==> config.mk <==
export PLATFORM = sky130hd
export DESIGN_NAME = hms_handshake
export DESIGN_NICKNAME = d
export VERILOG_FILES = /design/src/rtl/hms_pkg.sv /design/src/rtl/hms_pin_sync.sv /design/src/rtl/hms_handshake.sv
export SDC_FILE = /design/constraint.sdc
export NUM_CORES = 1
export LEC_CHECK = 0
export BUFFER_PORTS_ARGS = -buffer_cell sky130_fd_sc_hd__buf_4
export CAP_MARGIN = 30
export CORE_MARGIN = 2
export CORE_UTILIZATION = 41
export CTS_BUF_LIST = sky130_fd_sc_hd__clkbuf_16
export DETAILED_ROUTE_END_ITERATION = 8
export PLACE_DENSITY_LB_ADDON = 0.1
export SLEW_MARGIN = 20
export SYNTH_ARGS = -nofsm -noshare
export SYNTH_HDL_FRONTEND = slang
export SYNTH_HIERARCHICAL = 1
export SYNTH_SLANG_ARGS = --single-unit
==> constraint.sdc <==
create_clock -name mclk -period 1.59 [get_ports mclk]
set_input_delay 0.318 -clock mclk [delete_from_list [all_inputs] [get_ports mclk]]
set_output_delay 0.318 -clock mclk [all_outputs]
set_load 0.01 [all_outputs]
==> src/rtl/hms_pkg.sv <==
// package of register addresses, field positions and reset values for the handshake block
package hms_pkg;

	// =====================================================================
	// register addresses on the three-bit host address lines
	// =====================================================================
	localparam logic [2:0] ADDR_IRQ_ENABLE = 3'h1;
	localparam logic [2:0] ADDR_HANDSHAKE_CONTROL = 3'h4;
	localparam logic [2:0] ADDR_HANDSHAKE_STATUS = 3'h6;
	localparam logic [2:0] ADDR_SCRATCH_STORE = 3'h7;

	// =====================================================================
	// handshake_control field positions
	// =====================================================================
	localparam int CTL_TERM_READY = 0;
	localparam int CTL_REQ_SEND = 1;
	localparam int CTL_USER_ONE = 2;
	localparam int CTL_USER_TWO = 3;
	localparam int CTL_LOOP = 4;
	localparam int CTL_WIDTH = 5;

	// =====================================================================
	// line index inside the four-line vectors, status layout
	// =====================================================================
	localparam int LINE_CLEAR_SEND = 0;
	localparam int LINE_SET_READY = 1;
	localparam int LINE_RING = 2;
	localparam int LINE_CARRIER = 3;
	localparam int STS_STATE_LSB = 4;

	// interrupt enable field: bit 3 gates the handshake interrupt
	localparam int IRQ_EN_HANDSHAKE = 3;
	localparam int IRQ_EN_WIDTH = 4;

	// =====================================================================
	// synchroniser bit positions, reset values
	// =====================================================================
	localparam int SYN_CLEAR_SEND_N = 0;
	localparam int SYN_SET_READY_N = 1;
	localparam int SYN_RING_N = 2;
	localparam int SYN_CARRIER_N = 3;
	localparam int SYN_RX = 4;
	localparam int SYN_CHIP_SELECT_ONE = 5;
	localparam int SYN_MODE_SELECT_N = 6;
	localparam int SYN_WIDTH = 7;
	localparam logic [SYN_WIDTH-1:0] SYN_RESET = 7'h7F;

	localparam logic [7:0] RST_BYTE = 8'h00;
	localparam logic [CTL_WIDTH-1:0] RST_CONTROL = 5'h00;
	localparam logic [IRQ_EN_WIDTH-1:0] RST_IRQ_EN = 4'h0;
	localparam logic [3:0] RST_LINES = 4'h0;

endpackage

==> src/rtl/hms_pin_sync.sv <==
// three-stage pin synchroniser whose output moves only once stages two and three agree
`timescale 1ns/1ps
module hms_pin_sync #(
	parameter int W = 1,
	parameter logic [W-1:0] INIT = '1
) (
	// clock and reset
	input wire logic mclk,
	input wire logic rst,
	// asynchronous pins in, filtered level out
	input wire logic [W-1:0] pin_async,
	output logic [W-1:0] pin_level
);

	typedef struct packed {
		logic [W-1:0] s1;
		logic [W-1:0] s2;
		logic [W-1:0] s3;
		logic [W-1:0] level;
	} hms_sync_s;

	hms_sync_s st;
	hms_sync_s next_st;

	// stage one feeds only stage two; the filter looks at two and three
	always_comb begin
		next_st = st;
		next_st.s1 = pin_async;
		next_st.s2 = st.s1;
		next_st.s3 = st.s2;
		for (int i = 0; i < W; i++) begin
			if (st.s2[i] == st.s3[i]) begin
				next_st.level[i] = st.s3[i];
			end
		end
	end

	// idle value at reset avoids a phantom edge on release
	always_ff @(posedge mclk or posedge rst) begin
		if (rst) begin
			st <= {INIT, INIT, INIT, INIT};
		end else begin
			st <= next_st;
		end
	end

	assign pin_level = st.level;

endmodule

==> src/rtl/hms_handshake.sv <==
// modem handshake control, status, loopback and scratch register section of a serial controller
//
// What this block does
// terminal-ready control bit drives its active-low pin inverted.
// request-to-send control bit one drives its active-low pin inverted.
// first user output bit drives its active-low pin inverted.
// second user output bit drives its active-low pin inverted.
// control register bits five to seven always read zero.
// loopback bit four holds the serial transmit pin at marking level one.
// in loopback the receive pin is ignored, transmit shifter feeds receive shifter.
// in loopback handshake inputs disconnect, controls loop inward, outputs held high.
// in loopback handshake interrupts still work, sourced from control bits, still gated.
// change flags set on line change (ring on on-to-off only), clear on status read unless a line changes in that cycle.
// clear-to-send and set-ready change flags latch toggles since last status read.
// carrier change flag at status bit three latches toggles since last read.
// ring flag sets only on on-to-off transition, never on off-to-on.
// any change flag set raises the handshake interrupt request, subject to enable.
// clear-to-send status is inverted pin, or request-to-send bit in loopback.
// set-ready status is inverted pin, or terminal-ready bit in loopback.
// ring status is inverted pin, or first user output bit in loopback.
// carrier status is inverted pin, or second user output bit in loopback.
// scratch register at address seven stores eight bits, affects nothing else.
// with mode select low, scratch bit zero reads chip-select-one pin.
// handshake interrupt reaches the output only while its enable bit is one.
// handshake interrupt has lowest priority; status read clears it.
// status bits 0-3 change flags, bits 4-7 line states in order.
// inputs sampled synchronously, compared with previous; a new change beats read clear.
`timescale 1ns/1ps
module hms_handshake (
	// clock and reset
	input wire logic mclk,
	input wire logic rst,
	// host register port, one access per cycle
	input wire logic [2:0] reg_addr,
	input wire logic reg_wr,
	input wire logic reg_rd,
	input wire logic [7:0] reg_wdata,
	output logic [7:0] reg_rdata,
	// handshake pins, all active low
	input wire logic clear_send_n,
	input wire logic set_ready_n,
	input wire logic ring_state_n,
	input wire logic carrier_state_n,
	output logic term_ready_n,
	output logic req_send_n,
	output logic user_output_one_n,
	output logic user_output_two_n,
	// serial pins and the shift register taps of the transmitter and receiver
	input wire logic serial_rx_pin,
	input wire logic tx_shift_out,
	output logic serial_tx_pin,
	output logic rx_shift_in,
	// mode select and chip select pins
	input wire logic output_control_mode_select_n,
	input wire logic chip_select_one,
	// interrupt: higher-priority sources pending, requests out
	input wire logic higher_irq_pending,
	output logic handshake_irq,
	output logic handshake_irq_selected
);

	typedef struct packed {
		logic [hms_pkg::CTL_WIDTH-1:0] ctl;
		logic [7:0] scratch;
		logic [hms_pkg::IRQ_EN_WIDTH-1:0] irq_en;
		logic [3:0] prev;
		logic [3:0] delta;
		logic [7:0] rdata;
		logic term_ready_n;
		logic req_send_n;
		logic user_one_n;
		logic user_two_n;
		logic tx_pin;
		logic rx_in;
		logic irq;
		logic irq_sel;
	} hms_state_s;

	hms_state_s st;
	hms_state_s next_st;
	logic [hms_pkg::SYN_WIDTH-1:0] pins;
	logic [3:0] lines_now;
	logic loop_on;

	// =====================================================================
	// pin synchronisation
	// =====================================================================
	hms_pin_sync #(
		.W(hms_pkg::SYN_WIDTH),
		.INIT(hms_pkg::SYN_RESET)
	) u_sync (
		.mclk(mclk),
		.rst(rst),
		.pin_async({output_control_mode_select_n, chip_select_one, serial_rx_pin,
			carrier_state_n, ring_state_n, set_ready_n, clear_send_n}),
		.pin_level(pins)
	);

	// returns a control byte with the unused upper bits forced to zero
	function automatic logic [7:0] ctl_byte(input logic [hms_pkg::CTL_WIDTH-1:0] c);
		ctl_byte = {3'h0, c};
	endfunction

	// =====================================================================
	// current line states: pins inverted, or control bits looped inward
	// =====================================================================
	assign loop_on = st.ctl[hms_pkg::CTL_LOOP];
	always_comb begin
		if (loop_on) begin
			lines_now[hms_pkg::LINE_CLEAR_SEND] = st.ctl[hms_pkg::CTL_REQ_SEND];
			lines_now[hms_pkg::LINE_SET_READY] = st.ctl[hms_pkg::CTL_TERM_READY];
			lines_now[hms_pkg::LINE_RING] = st.ctl[hms_pkg::CTL_USER_ONE];
			lines_now[hms_pkg::LINE_CARRIER] = st.ctl[hms_pkg::CTL_USER_TWO];
		end else begin
			lines_now[hms_pkg::LINE_CLEAR_SEND] = ~pins[hms_pkg::SYN_CLEAR_SEND_N];
			lines_now[hms_pkg::LINE_SET_READY] = ~pins[hms_pkg::SYN_SET_READY_N];
			lines_now[hms_pkg::LINE_RING] = ~pins[hms_pkg::SYN_RING_N];
			lines_now[hms_pkg::LINE_CARRIER] = ~pins[hms_pkg::SYN_CARRIER_N];
		end
	end

	// =====================================================================
	// next-state logic
	// =====================================================================
	always_comb begin
		logic rd_status;
		logic [3:0] set_now;
		rd_status = 1'b0;
		set_now = 4'h0;
		next_st = st;

		// register writes; status is read-only
		if (reg_wr) begin
			case (reg_addr)
				hms_pkg::ADDR_HANDSHAKE_CONTROL: begin
					next_st.ctl = reg_wdata[hms_pkg::CTL_WIDTH-1:0];
				end
				hms_pkg::ADDR_SCRATCH_STORE: begin
					next_st.scratch = reg_wdata;
				end
				hms_pkg::ADDR_IRQ_ENABLE: begin
					next_st.irq_en = reg_wdata[hms_pkg::IRQ_EN_WIDTH-1:0];
				end
				default: begin
					next_st.ctl = st.ctl;
				end
			endcase
		end

		// read data is captured so it stands until the next read
		if (reg_rd) begin
			case (reg_addr)
				hms_pkg::ADDR_HANDSHAKE_CONTROL: begin
					next_st.rdata = ctl_byte(st.ctl);
				end
				hms_pkg::ADDR_HANDSHAKE_STATUS: begin
					next_st.rdata = {lines_now, st.delta};
					rd_status = 1'b1;
				end
				hms_pkg::ADDR_SCRATCH_STORE: begin
					next_st.rdata = st.scratch;
					if (!pins[hms_pkg::SYN_MODE_SELECT_N]) begin
						next_st.rdata[0] = pins[hms_pkg::SYN_CHIP_SELECT_ONE];
					end
				end
				hms_pkg::ADDR_IRQ_ENABLE: begin
					next_st.rdata = {4'h0, st.irq_en};
				end
				default: begin
					next_st.rdata = hms_pkg::RST_BYTE;
				end
			endcase
		end

		// change detection against the previous sample
		set_now[hms_pkg::LINE_CLEAR_SEND] = lines_now[0] ^ st.prev[0];
		set_now[hms_pkg::LINE_SET_READY] = lines_now[1] ^ st.prev[1];
		set_now[hms_pkg::LINE_RING] = st.prev[2] & ~lines_now[2];
		set_now[hms_pkg::LINE_CARRIER] = lines_now[3] ^ st.prev[3];
		next_st.prev = lines_now;

		// a change in the reading cycle survives the clear
		next_st.delta = (rd_status ? 4'h0 : st.delta) | set_now;

		// pins follow the next control value, forced inactive in loopback
		next_st.term_ready_n = ~(next_st.ctl[hms_pkg::CTL_TERM_READY] &
			~next_st.ctl[hms_pkg::CTL_LOOP]);
		next_st.req_send_n = ~(next_st.ctl[hms_pkg::CTL_REQ_SEND] &
			~next_st.ctl[hms_pkg::CTL_LOOP]);
		next_st.user_one_n = ~(next_st.ctl[hms_pkg::CTL_USER_ONE] &
			~next_st.ctl[hms_pkg::CTL_LOOP]);
		next_st.user_two_n = ~(next_st.ctl[hms_pkg::CTL_USER_TWO] &
			~next_st.ctl[hms_pkg::CTL_LOOP]);

		// serial path: marking level out and internal loop in diagnostics
		next_st.tx_pin = next_st.ctl[hms_pkg::CTL_LOOP] ? 1'b1 : tx_shift_out;
		next_st.rx_in = next_st.ctl[hms_pkg::CTL_LOOP] ? tx_shift_out :
			pins[hms_pkg::SYN_RX];

		// interrupt works the same in loopback, sources are just the looped lines
		next_st.irq = (|next_st.delta) & next_st.irq_en[hms_pkg::IRQ_EN_HANDSHAKE];
		next_st.irq_sel = next_st.irq & ~higher_irq_pending;
	end

	// =====================================================================
	// state register
	// =====================================================================
	always_ff @(posedge mclk or posedge rst) begin
		if (rst) begin
			st <= '0;
			st.ctl <= hms_pkg::RST_CONTROL;
			st.scratch <= hms_pkg::RST_BYTE;
			st.irq_en <= hms_pkg::RST_IRQ_EN;
			st.prev <= hms_pkg::RST_LINES;
			st.delta <= hms_pkg::RST_LINES;
			st.rdata <= hms_pkg::RST_BYTE;
			st.term_ready_n <= 1'b1;
			st.req_send_n <= 1'b1;
			st.user_one_n <= 1'b1;
			st.user_two_n <= 1'b1;
			st.tx_pin <= 1'b1;
			st.rx_in <= 1'b1;
		end else begin
			st <= next_st;
		end
	end

	// outputs come straight from the state register
	assign reg_rdata = st.rdata;
	assign term_ready_n = st.term_ready_n;
	assign req_send_n = st.req_send_n;
	assign user_output_one_n = st.user_one_n;
	assign user_output_two_n = st.user_two_n;
	assign serial_tx_pin = st.tx_pin;
	assign rx_shift_in = st.rx_in;
	assign handshake_irq = st.irq;
	assign handshake_irq_selected = st.irq_sel;

	// =====================================================================
	// assertions
	// =====================================================================
	term_ready_pin_a: assert property (@(posedge mclk) disable iff (rst)
		(reg_wr && reg_addr == hms_pkg::ADDR_HANDSHAKE_CONTROL && reg_wdata[0] && !reg_wdata[4])
		|=> !term_ready_n)
		else $error("terminal ready pin not driven low");

	req_send_pin_a: assert property (@(posedge mclk) disable iff (rst)
		(reg_wr && reg_addr == hms_pkg::ADDR_HANDSHAKE_CONTROL && !reg_wdata[1])
		|=> req_send_n)
		else $error("request to send pin not high");

	user_pins_a: assert property (@(posedge mclk) disable iff (rst)
		(reg_wr && reg_addr == hms_pkg::ADDR_HANDSHAKE_CONTROL && reg_wdata[3:2] == 2'h3 &&
		!reg_wdata[4]) |=> (!user_output_one_n && !user_output_two_n))
		else $error("user output pins not low");

	ctl_upper_zero_a: assert property (@(posedge mclk) disable iff (rst)
		(reg_rd && reg_addr == hms_pkg::ADDR_HANDSHAKE_CONTROL) |=> reg_rdata[7:5] == 3'h0)
		else $error("control upper bits read nonzero");

	loop_marking_a: assert property (@(posedge mclk) disable iff (rst)
		st.ctl[hms_pkg::CTL_LOOP] |-> (serial_tx_pin && term_ready_n && req_send_n &&
		user_output_one_n && user_output_two_n))
		else $error("loopback outputs not inactive");

	loop_rx_path_a: assert property (@(posedge mclk) disable iff (rst)
		(st.ctl[hms_pkg::CTL_LOOP] && next_st.ctl[hms_pkg::CTL_LOOP]) |=>
		rx_shift_in == $past(tx_shift_out))
		else $error("loopback receive path broken");

	loop_cts_a: assert property (@(posedge mclk) disable iff (rst)
		loop_on |-> lines_now[hms_pkg::LINE_CLEAR_SEND] == st.ctl[hms_pkg::CTL_REQ_SEND])
		else $error("looped clear to send wrong");

	change_sets_a: assert property (@(posedge mclk) disable iff (rst)
		(lines_now[hms_pkg::LINE_CARRIER] != st.prev[hms_pkg::LINE_CARRIER])
		|=> st.delta[hms_pkg::LINE_CARRIER])
		else $error("carrier change not latched");

	ring_edge_a: assert property (@(posedge mclk) disable iff (rst)
		($fell(lines_now[hms_pkg::LINE_RING]) ##0 !st.delta[hms_pkg::LINE_RING])
		|=> st.delta[hms_pkg::LINE_RING])
		else $error("ring trailing edge missed");

	status_clear_a: assert property (@(posedge mclk) disable iff (rst)
		(reg_rd && reg_addr == hms_pkg::ADDR_HANDSHAKE_STATUS && lines_now == st.prev)
		|=> st.delta == 4'h0)
		else $error("status read did not clear flags");

	irq_gate_a: assert property (@(posedge mclk) disable iff (rst)
		handshake_irq |-> (st.irq_en[hms_pkg::IRQ_EN_HANDSHAKE] && st.delta != 4'h0))
		else $error("interrupt without enable or flag");

	irq_raise_a: assert property (@(posedge mclk) disable iff (rst)
		(st.delta != 4'h0 && st.irq_en[hms_pkg::IRQ_EN_HANDSHAKE] && !reg_wr &&
		!(reg_rd && reg_addr == hms_pkg::ADDR_HANDSHAKE_STATUS)) |=> handshake_irq)
		else $error("interrupt not raised");

	scratch_store_a: assert property (@(posedge mclk) disable iff (rst)
		(reg_wr && reg_addr == hms_pkg::ADDR_SCRATCH_STORE) ##1 !reg_wr ##1
		(reg_rd && !reg_wr && reg_addr == hms_pkg::ADDR_SCRATCH_STORE &&
		pins[hms_pkg::SYN_MODE_SELECT_N]) |=> reg_rdata == $past(reg_wdata, 3))
		else $error("scratch readback mismatch");

	scratch_cs_a: assert property (@(posedge mclk) disable iff (rst)
		(reg_rd && reg_addr == hms_pkg::ADDR_SCRATCH_STORE && !pins[hms_pkg::SYN_MODE_SELECT_N])
		|=> reg_rdata[0] == $past(pins[hms_pkg::SYN_CHIP_SELECT_ONE]))
		else $error("chip select bit not reflected");

	irq_priority_a: assert property (@(posedge mclk) disable iff (rst)
		handshake_irq_selected |-> (handshake_irq && !$past(higher_irq_pending)))
		else $error("handshake interrupt beat higher priority");

	user_two_pin_a: assert property (@(posedge mclk) disable iff (rst)
		(reg_wr && reg_addr == hms_pkg::ADDR_HANDSHAKE_CONTROL && !reg_wdata[3])
		|=> user_output_two_n)
		else $error("second user output pin not high");

	clear_send_change_a: assert property (@(posedge mclk) disable iff (rst)
		(lines_now[hms_pkg::LINE_CLEAR_SEND] != st.prev[hms_pkg::LINE_CLEAR_SEND])
		|=> st.delta[hms_pkg::LINE_CLEAR_SEND])
		else $error("clear to send change not latched");

	set_ready_change_a: assert property (@(posedge mclk) disable iff (rst)
		(lines_now[hms_pkg::LINE_SET_READY] != st.prev[hms_pkg::LINE_SET_READY])
		|=> st.delta[hms_pkg::LINE_SET_READY])
		else $error("set ready change not latched");

	// a ring turning on must leave a clear trailing-edge flag clear
	ring_rise_quiet_a: assert property (@(posedge mclk) disable iff (rst)
		($rose(lines_now[hms_pkg::LINE_RING]) && !st.delta[hms_pkg::LINE_RING])
		|=> !st.delta[hms_pkg::LINE_RING])
		else $error("ring flag set on leading edge");

	loop_set_ready_a: assert property (@(posedge mclk) disable iff (rst)
		loop_on |-> lines_now[hms_pkg::LINE_SET_READY] == st.ctl[hms_pkg::CTL_TERM_READY])
		else $error("looped set ready wrong");

	loop_ring_a: assert property (@(posedge mclk) disable iff (rst)
		loop_on |-> lines_now[hms_pkg::LINE_RING] == st.ctl[hms_pkg::CTL_USER_ONE])
		else $error("looped ring state wrong");

	loop_carrier_a: assert property (@(posedge mclk) disable iff (rst)
		loop_on |-> lines_now[hms_pkg::LINE_CARRIER] == st.ctl[hms_pkg::CTL_USER_TWO])
		else $error("looped carrier state wrong");

	status_lines_a: assert property (@(posedge mclk) disable iff (rst)
		(reg_rd && reg_addr == hms_pkg::ADDR_HANDSHAKE_STATUS)
		|=> reg_rdata[7:4] == $past(lines_now))
		else $error("status line states wrong");

endmodule

==> flow_metrics.tcl <==
set metrics [dict create \
    status "completed" \
    diodes 0 \
    wl_met2_um 2333 \
    ys_ff_latch 69 \
    cts_hold_buf 0 \
    pwr-share-comb 0.144 \
    worst_slack_ns 0.1158 \
    worst_pin_slew_ns 0.5166 \
    syn_area_per_cell_um2 13.74 \
    holdCritStartpoint "chip_select_one" \
    timing.rr.end "reg_rdata[0]" \
    die_h_um 86.07 \
    rsz0062_at_grt "false" \
    critPathMaxStageDelay_ns 0.54 \
    regToRegStartpoint "u_sync/pin_level[6]" \
    slowest_stage "dfstp_2" \
    p_int_uw 3792 \
    gp_congestion 0.8356 \
    required_ns 1.79 \
    post-route-drc-count 0 \
    port_buffers 39 \
    layout_common_cells "buf_4 (51), dfrtp_1 (34), dfstp_2 (34)" \
    clkSlewWorstSetupHoldPaths_ns 0.05 \
    clk_path_buf_depth 2 \
    grt_overflow 0 \
    tns_ns 0 \
    insertion_delay_ns 0.32 \
    drtIter0Drc 116 \
    syn_nets 225 \
    cts-root-buf "clkbuf_16" \
    crit_chain "mux2i_1, a21oi_1, a22o_1, a22oi_1, a21oi_1" \
    startpoint_type "flop" \
    syn_area_um2 2761 \
    worstPathArrival_ns 1.67 \
    hold_ws_ns 0.1023 \
    max_freq_mhz 678.4 \
    max-vdd-ir-drop_mv 0.8588 \
    final_max_slew_viol_count 0 \
    cpLargestDelayFamily "compound AO/OA/AOI/OAI gates" \
    critical_path_class "flop to flop" \
    postCtsSetupBuffers 0 \
    dr_wl_met3_um 206 \
    maxCapViolCount 0 \
    fin_util 0.5285 \
    yosysUniqueCellTypes 35 \
    pre_cts_ws_ns 0.01358 \
    finalCriticalPeriod_ns 1.474 \
    clkPwrFrac 0.410 \
    grt_util_all_layers 0.1450 \
    grt_pass1_wl_um 8038 \
    antenna_found_initial 0 \
    route.antenna.remaining_nets 0 \
    p_leak_uw 0.001520 \
    num_rows 29 \
    hold_path_class "primary input to flop" \
    setup_violations 0 \
    fill_cells 550 \
    final_common_cell "buf_4" \
    cts_tree "done" \
    hpwlAfterDp_um 3418 \
    cpMostUsedCell "a21oi_1" \
    whs_path_depth 1 \
    htree_levels 3 \
    ff2ff_path_depth 5 \
    synthCells 201 \
    r2r_setup_slack_ns 0.12 \
    syn2layout_area_growth_pct 22.93 \
    seqCellArea_um2 1770 \
    num_io_pins 40 \
    slew_headroom 0.6556 \
    yosys_warnings 6 \
    cts_resized 0 \
    path_max_fanout 2 \
    nets 264 \
    routed_wl_um 4893 \
    hold_violations 0 \
    routed.top_layer "met4" \
    powerDensity_nw_per_um2 1456 \
    multi_input_area_um2 795.8 \
    clock_skew_ns 0.005666 \
    vias 1567 \
    p_seq_frac 0.446 \
    cp-end-kind "flop" \
    post_drt_wl_per_cell_um 15.20 \
    drt-met1-wl_um 2235 \
    min_to "u_sync/next_st[19]" \
    worst-path-buf-inv 0 \
    switchingPower_uw 1150 \
    die_area_um2 7407 \
    final_layout_size_suffix_gt1_frac 0.5429 \
    grt_pass1_vias 1635 \
    cts_made_buffers 9 \
    fin_crit_sh 0.9271 \
    initial_core_util 0.4300 \
    die_w_um 86.07 \
    first_pass_iters 4 \
    ys_seq_area_frac 0.6407 \
    grt_max_degree 42 \
    p_sw_frac 0.2328 \
    via_per_inst 4.866 \
    numClockSinks 69 \
    core_area_um2 6422 \
]
-- how the worst max path moves through the flow --
| stage | slack [ns] | to | depth (start not counted) | start |
|---|---|---|---|---|
| floorplan | 0.04 | rx_shift_in | 6 | reg_addr[1] |
| global placement | 0.06 | handshake_irq | 5 | reg_addr[0] |
| detailed placement | 0.01 | handshake_irq | 5 | reg_addr[0] |
| CTS | 0.03 | handshake_irq | 5 | loop_on |
| global route | 0.01 | handshake_irq | 5 | loop_on |
| finish | 0.12 | reg_rdata[0] | 5 | u_sync/pin_level[6] |
-- worst reg2reg max path, stage by stage, from the launching register on --
cell and delay (ns):
dfstp_2 0.54, mux2i_1 0.23, a21oi_1 0.11, a22o_1 0.20, a22oi_1 0.17, a21oi_1 0.10
-- final cells by class --
class | instances | share of cell area
sequential | 69 | 0.5216
multi-input combinational | 98 | 0.2344
timing repair buffer | 51 | 0.1128
clock buffer | 9 | 0.06635
tap | 77 | 0.02838
clock inverter | 7 | 0.02433
inverter | 11 | 0.01216
-- power by group through the flow --
| stage | Combinational (uW) | Clock [uW] | Sequential, uW |
|---|---|---|---|
| floorplan | 490 | 0 | 2190 |
| global placement | 698 | 0 | 2220 |
| detailed placement | 708 | 0 | 2230 |
| CTS | 712 | 2070 | 2200 |
| global route | 787 | 2160 | 2230 |
| finish | 713 | 2030 | 2200 |
-- routing by layer --
layer,GRT usage,vias to the layer above
li1,-,752
met1,0.1830,759
met2,0.2276,44
met3,0.03369,12
met4,0.08514,0
met5,0,-
-- synth_stat cells --
cell type | number | area [um^2]
dfrtp_1 | 35 | 875.8
dfstp_2 | 34 | 893.4
buf_4 | 18 | 135.1
mux2_2 | 18 | 202.7
inv_1 | 11 | 41.29
nand2_1 | 9 | 33.78
nor2_1 | 9 | 33.78
a21oi_1 | 7 | 35.03
maj3_2 | 7 | 78.83
a22o_1 | 5 | 43.79
a22oi_1 | 5 | 37.54
nand3_1 | 5 | 25.02
mux2i_1 | 4 | 40.04
nor2b_1 | 4 | 25.02
o22ai_1 | 4 | 25.02
nand2b_1 | 3 | 18.77
buf_2 | 2 | 10.01
buf_6 | 2 | 22.52
o21ai_0 | 2 | 10.01
or3_1 | 2 | 12.51
a21o_1 | 1 | 7.510
and2_0 | 1 | 6.260
and2_1 | 1 | 6.260
and3_4 | 1 | 11.26
clkbuf_1 | 1 | 3.750
mux2_4 | 1 | 15.01
mux2i_4 | 1 | 22.52
nand4_1 | 1 | 6.260
nand4b_1 | 1 | 8.760
nor2_8 | 1 | 20.02
nor3_1 | 1 | 5.000
nor3_2 | 1 | 10.01
nor3b_4 | 1 | 18.77
nor4_2 | 1 | 12.51
o31ai_1 | 1 | 7.510
-- registers in the layout, summed over array words and instances, names as in the netlist, 7 cells and up --
name / flops
u_sync/pin_level: 7
u_sync/st: 7
u_sync/next_st: 14
st: 24
reg_rdata: 8
-- per-stage QoR --
stage	cells	power (uW)	cell area, um^2
final	322	4943	3395
after global routing	322	5179	3395
after CTS	322	4987	3377
after detailed placement	306	2934	3069
after global placement	306	2917	3069
after floorplan	201	2678	2761
-- logic make-up after synthesis --
logic type | count (synthesis) | share of synthesized area
buf+inv | 34 | 0.07703
compound gates | 25 | 0.06026
mux | 24 | 0.1015
simple gates | 42 | 0.09198
fa+ha+maj | 7 | 0.02855
flops | 69 | 0.6407
Note: power is estimated with default switching activity, not from simulation.
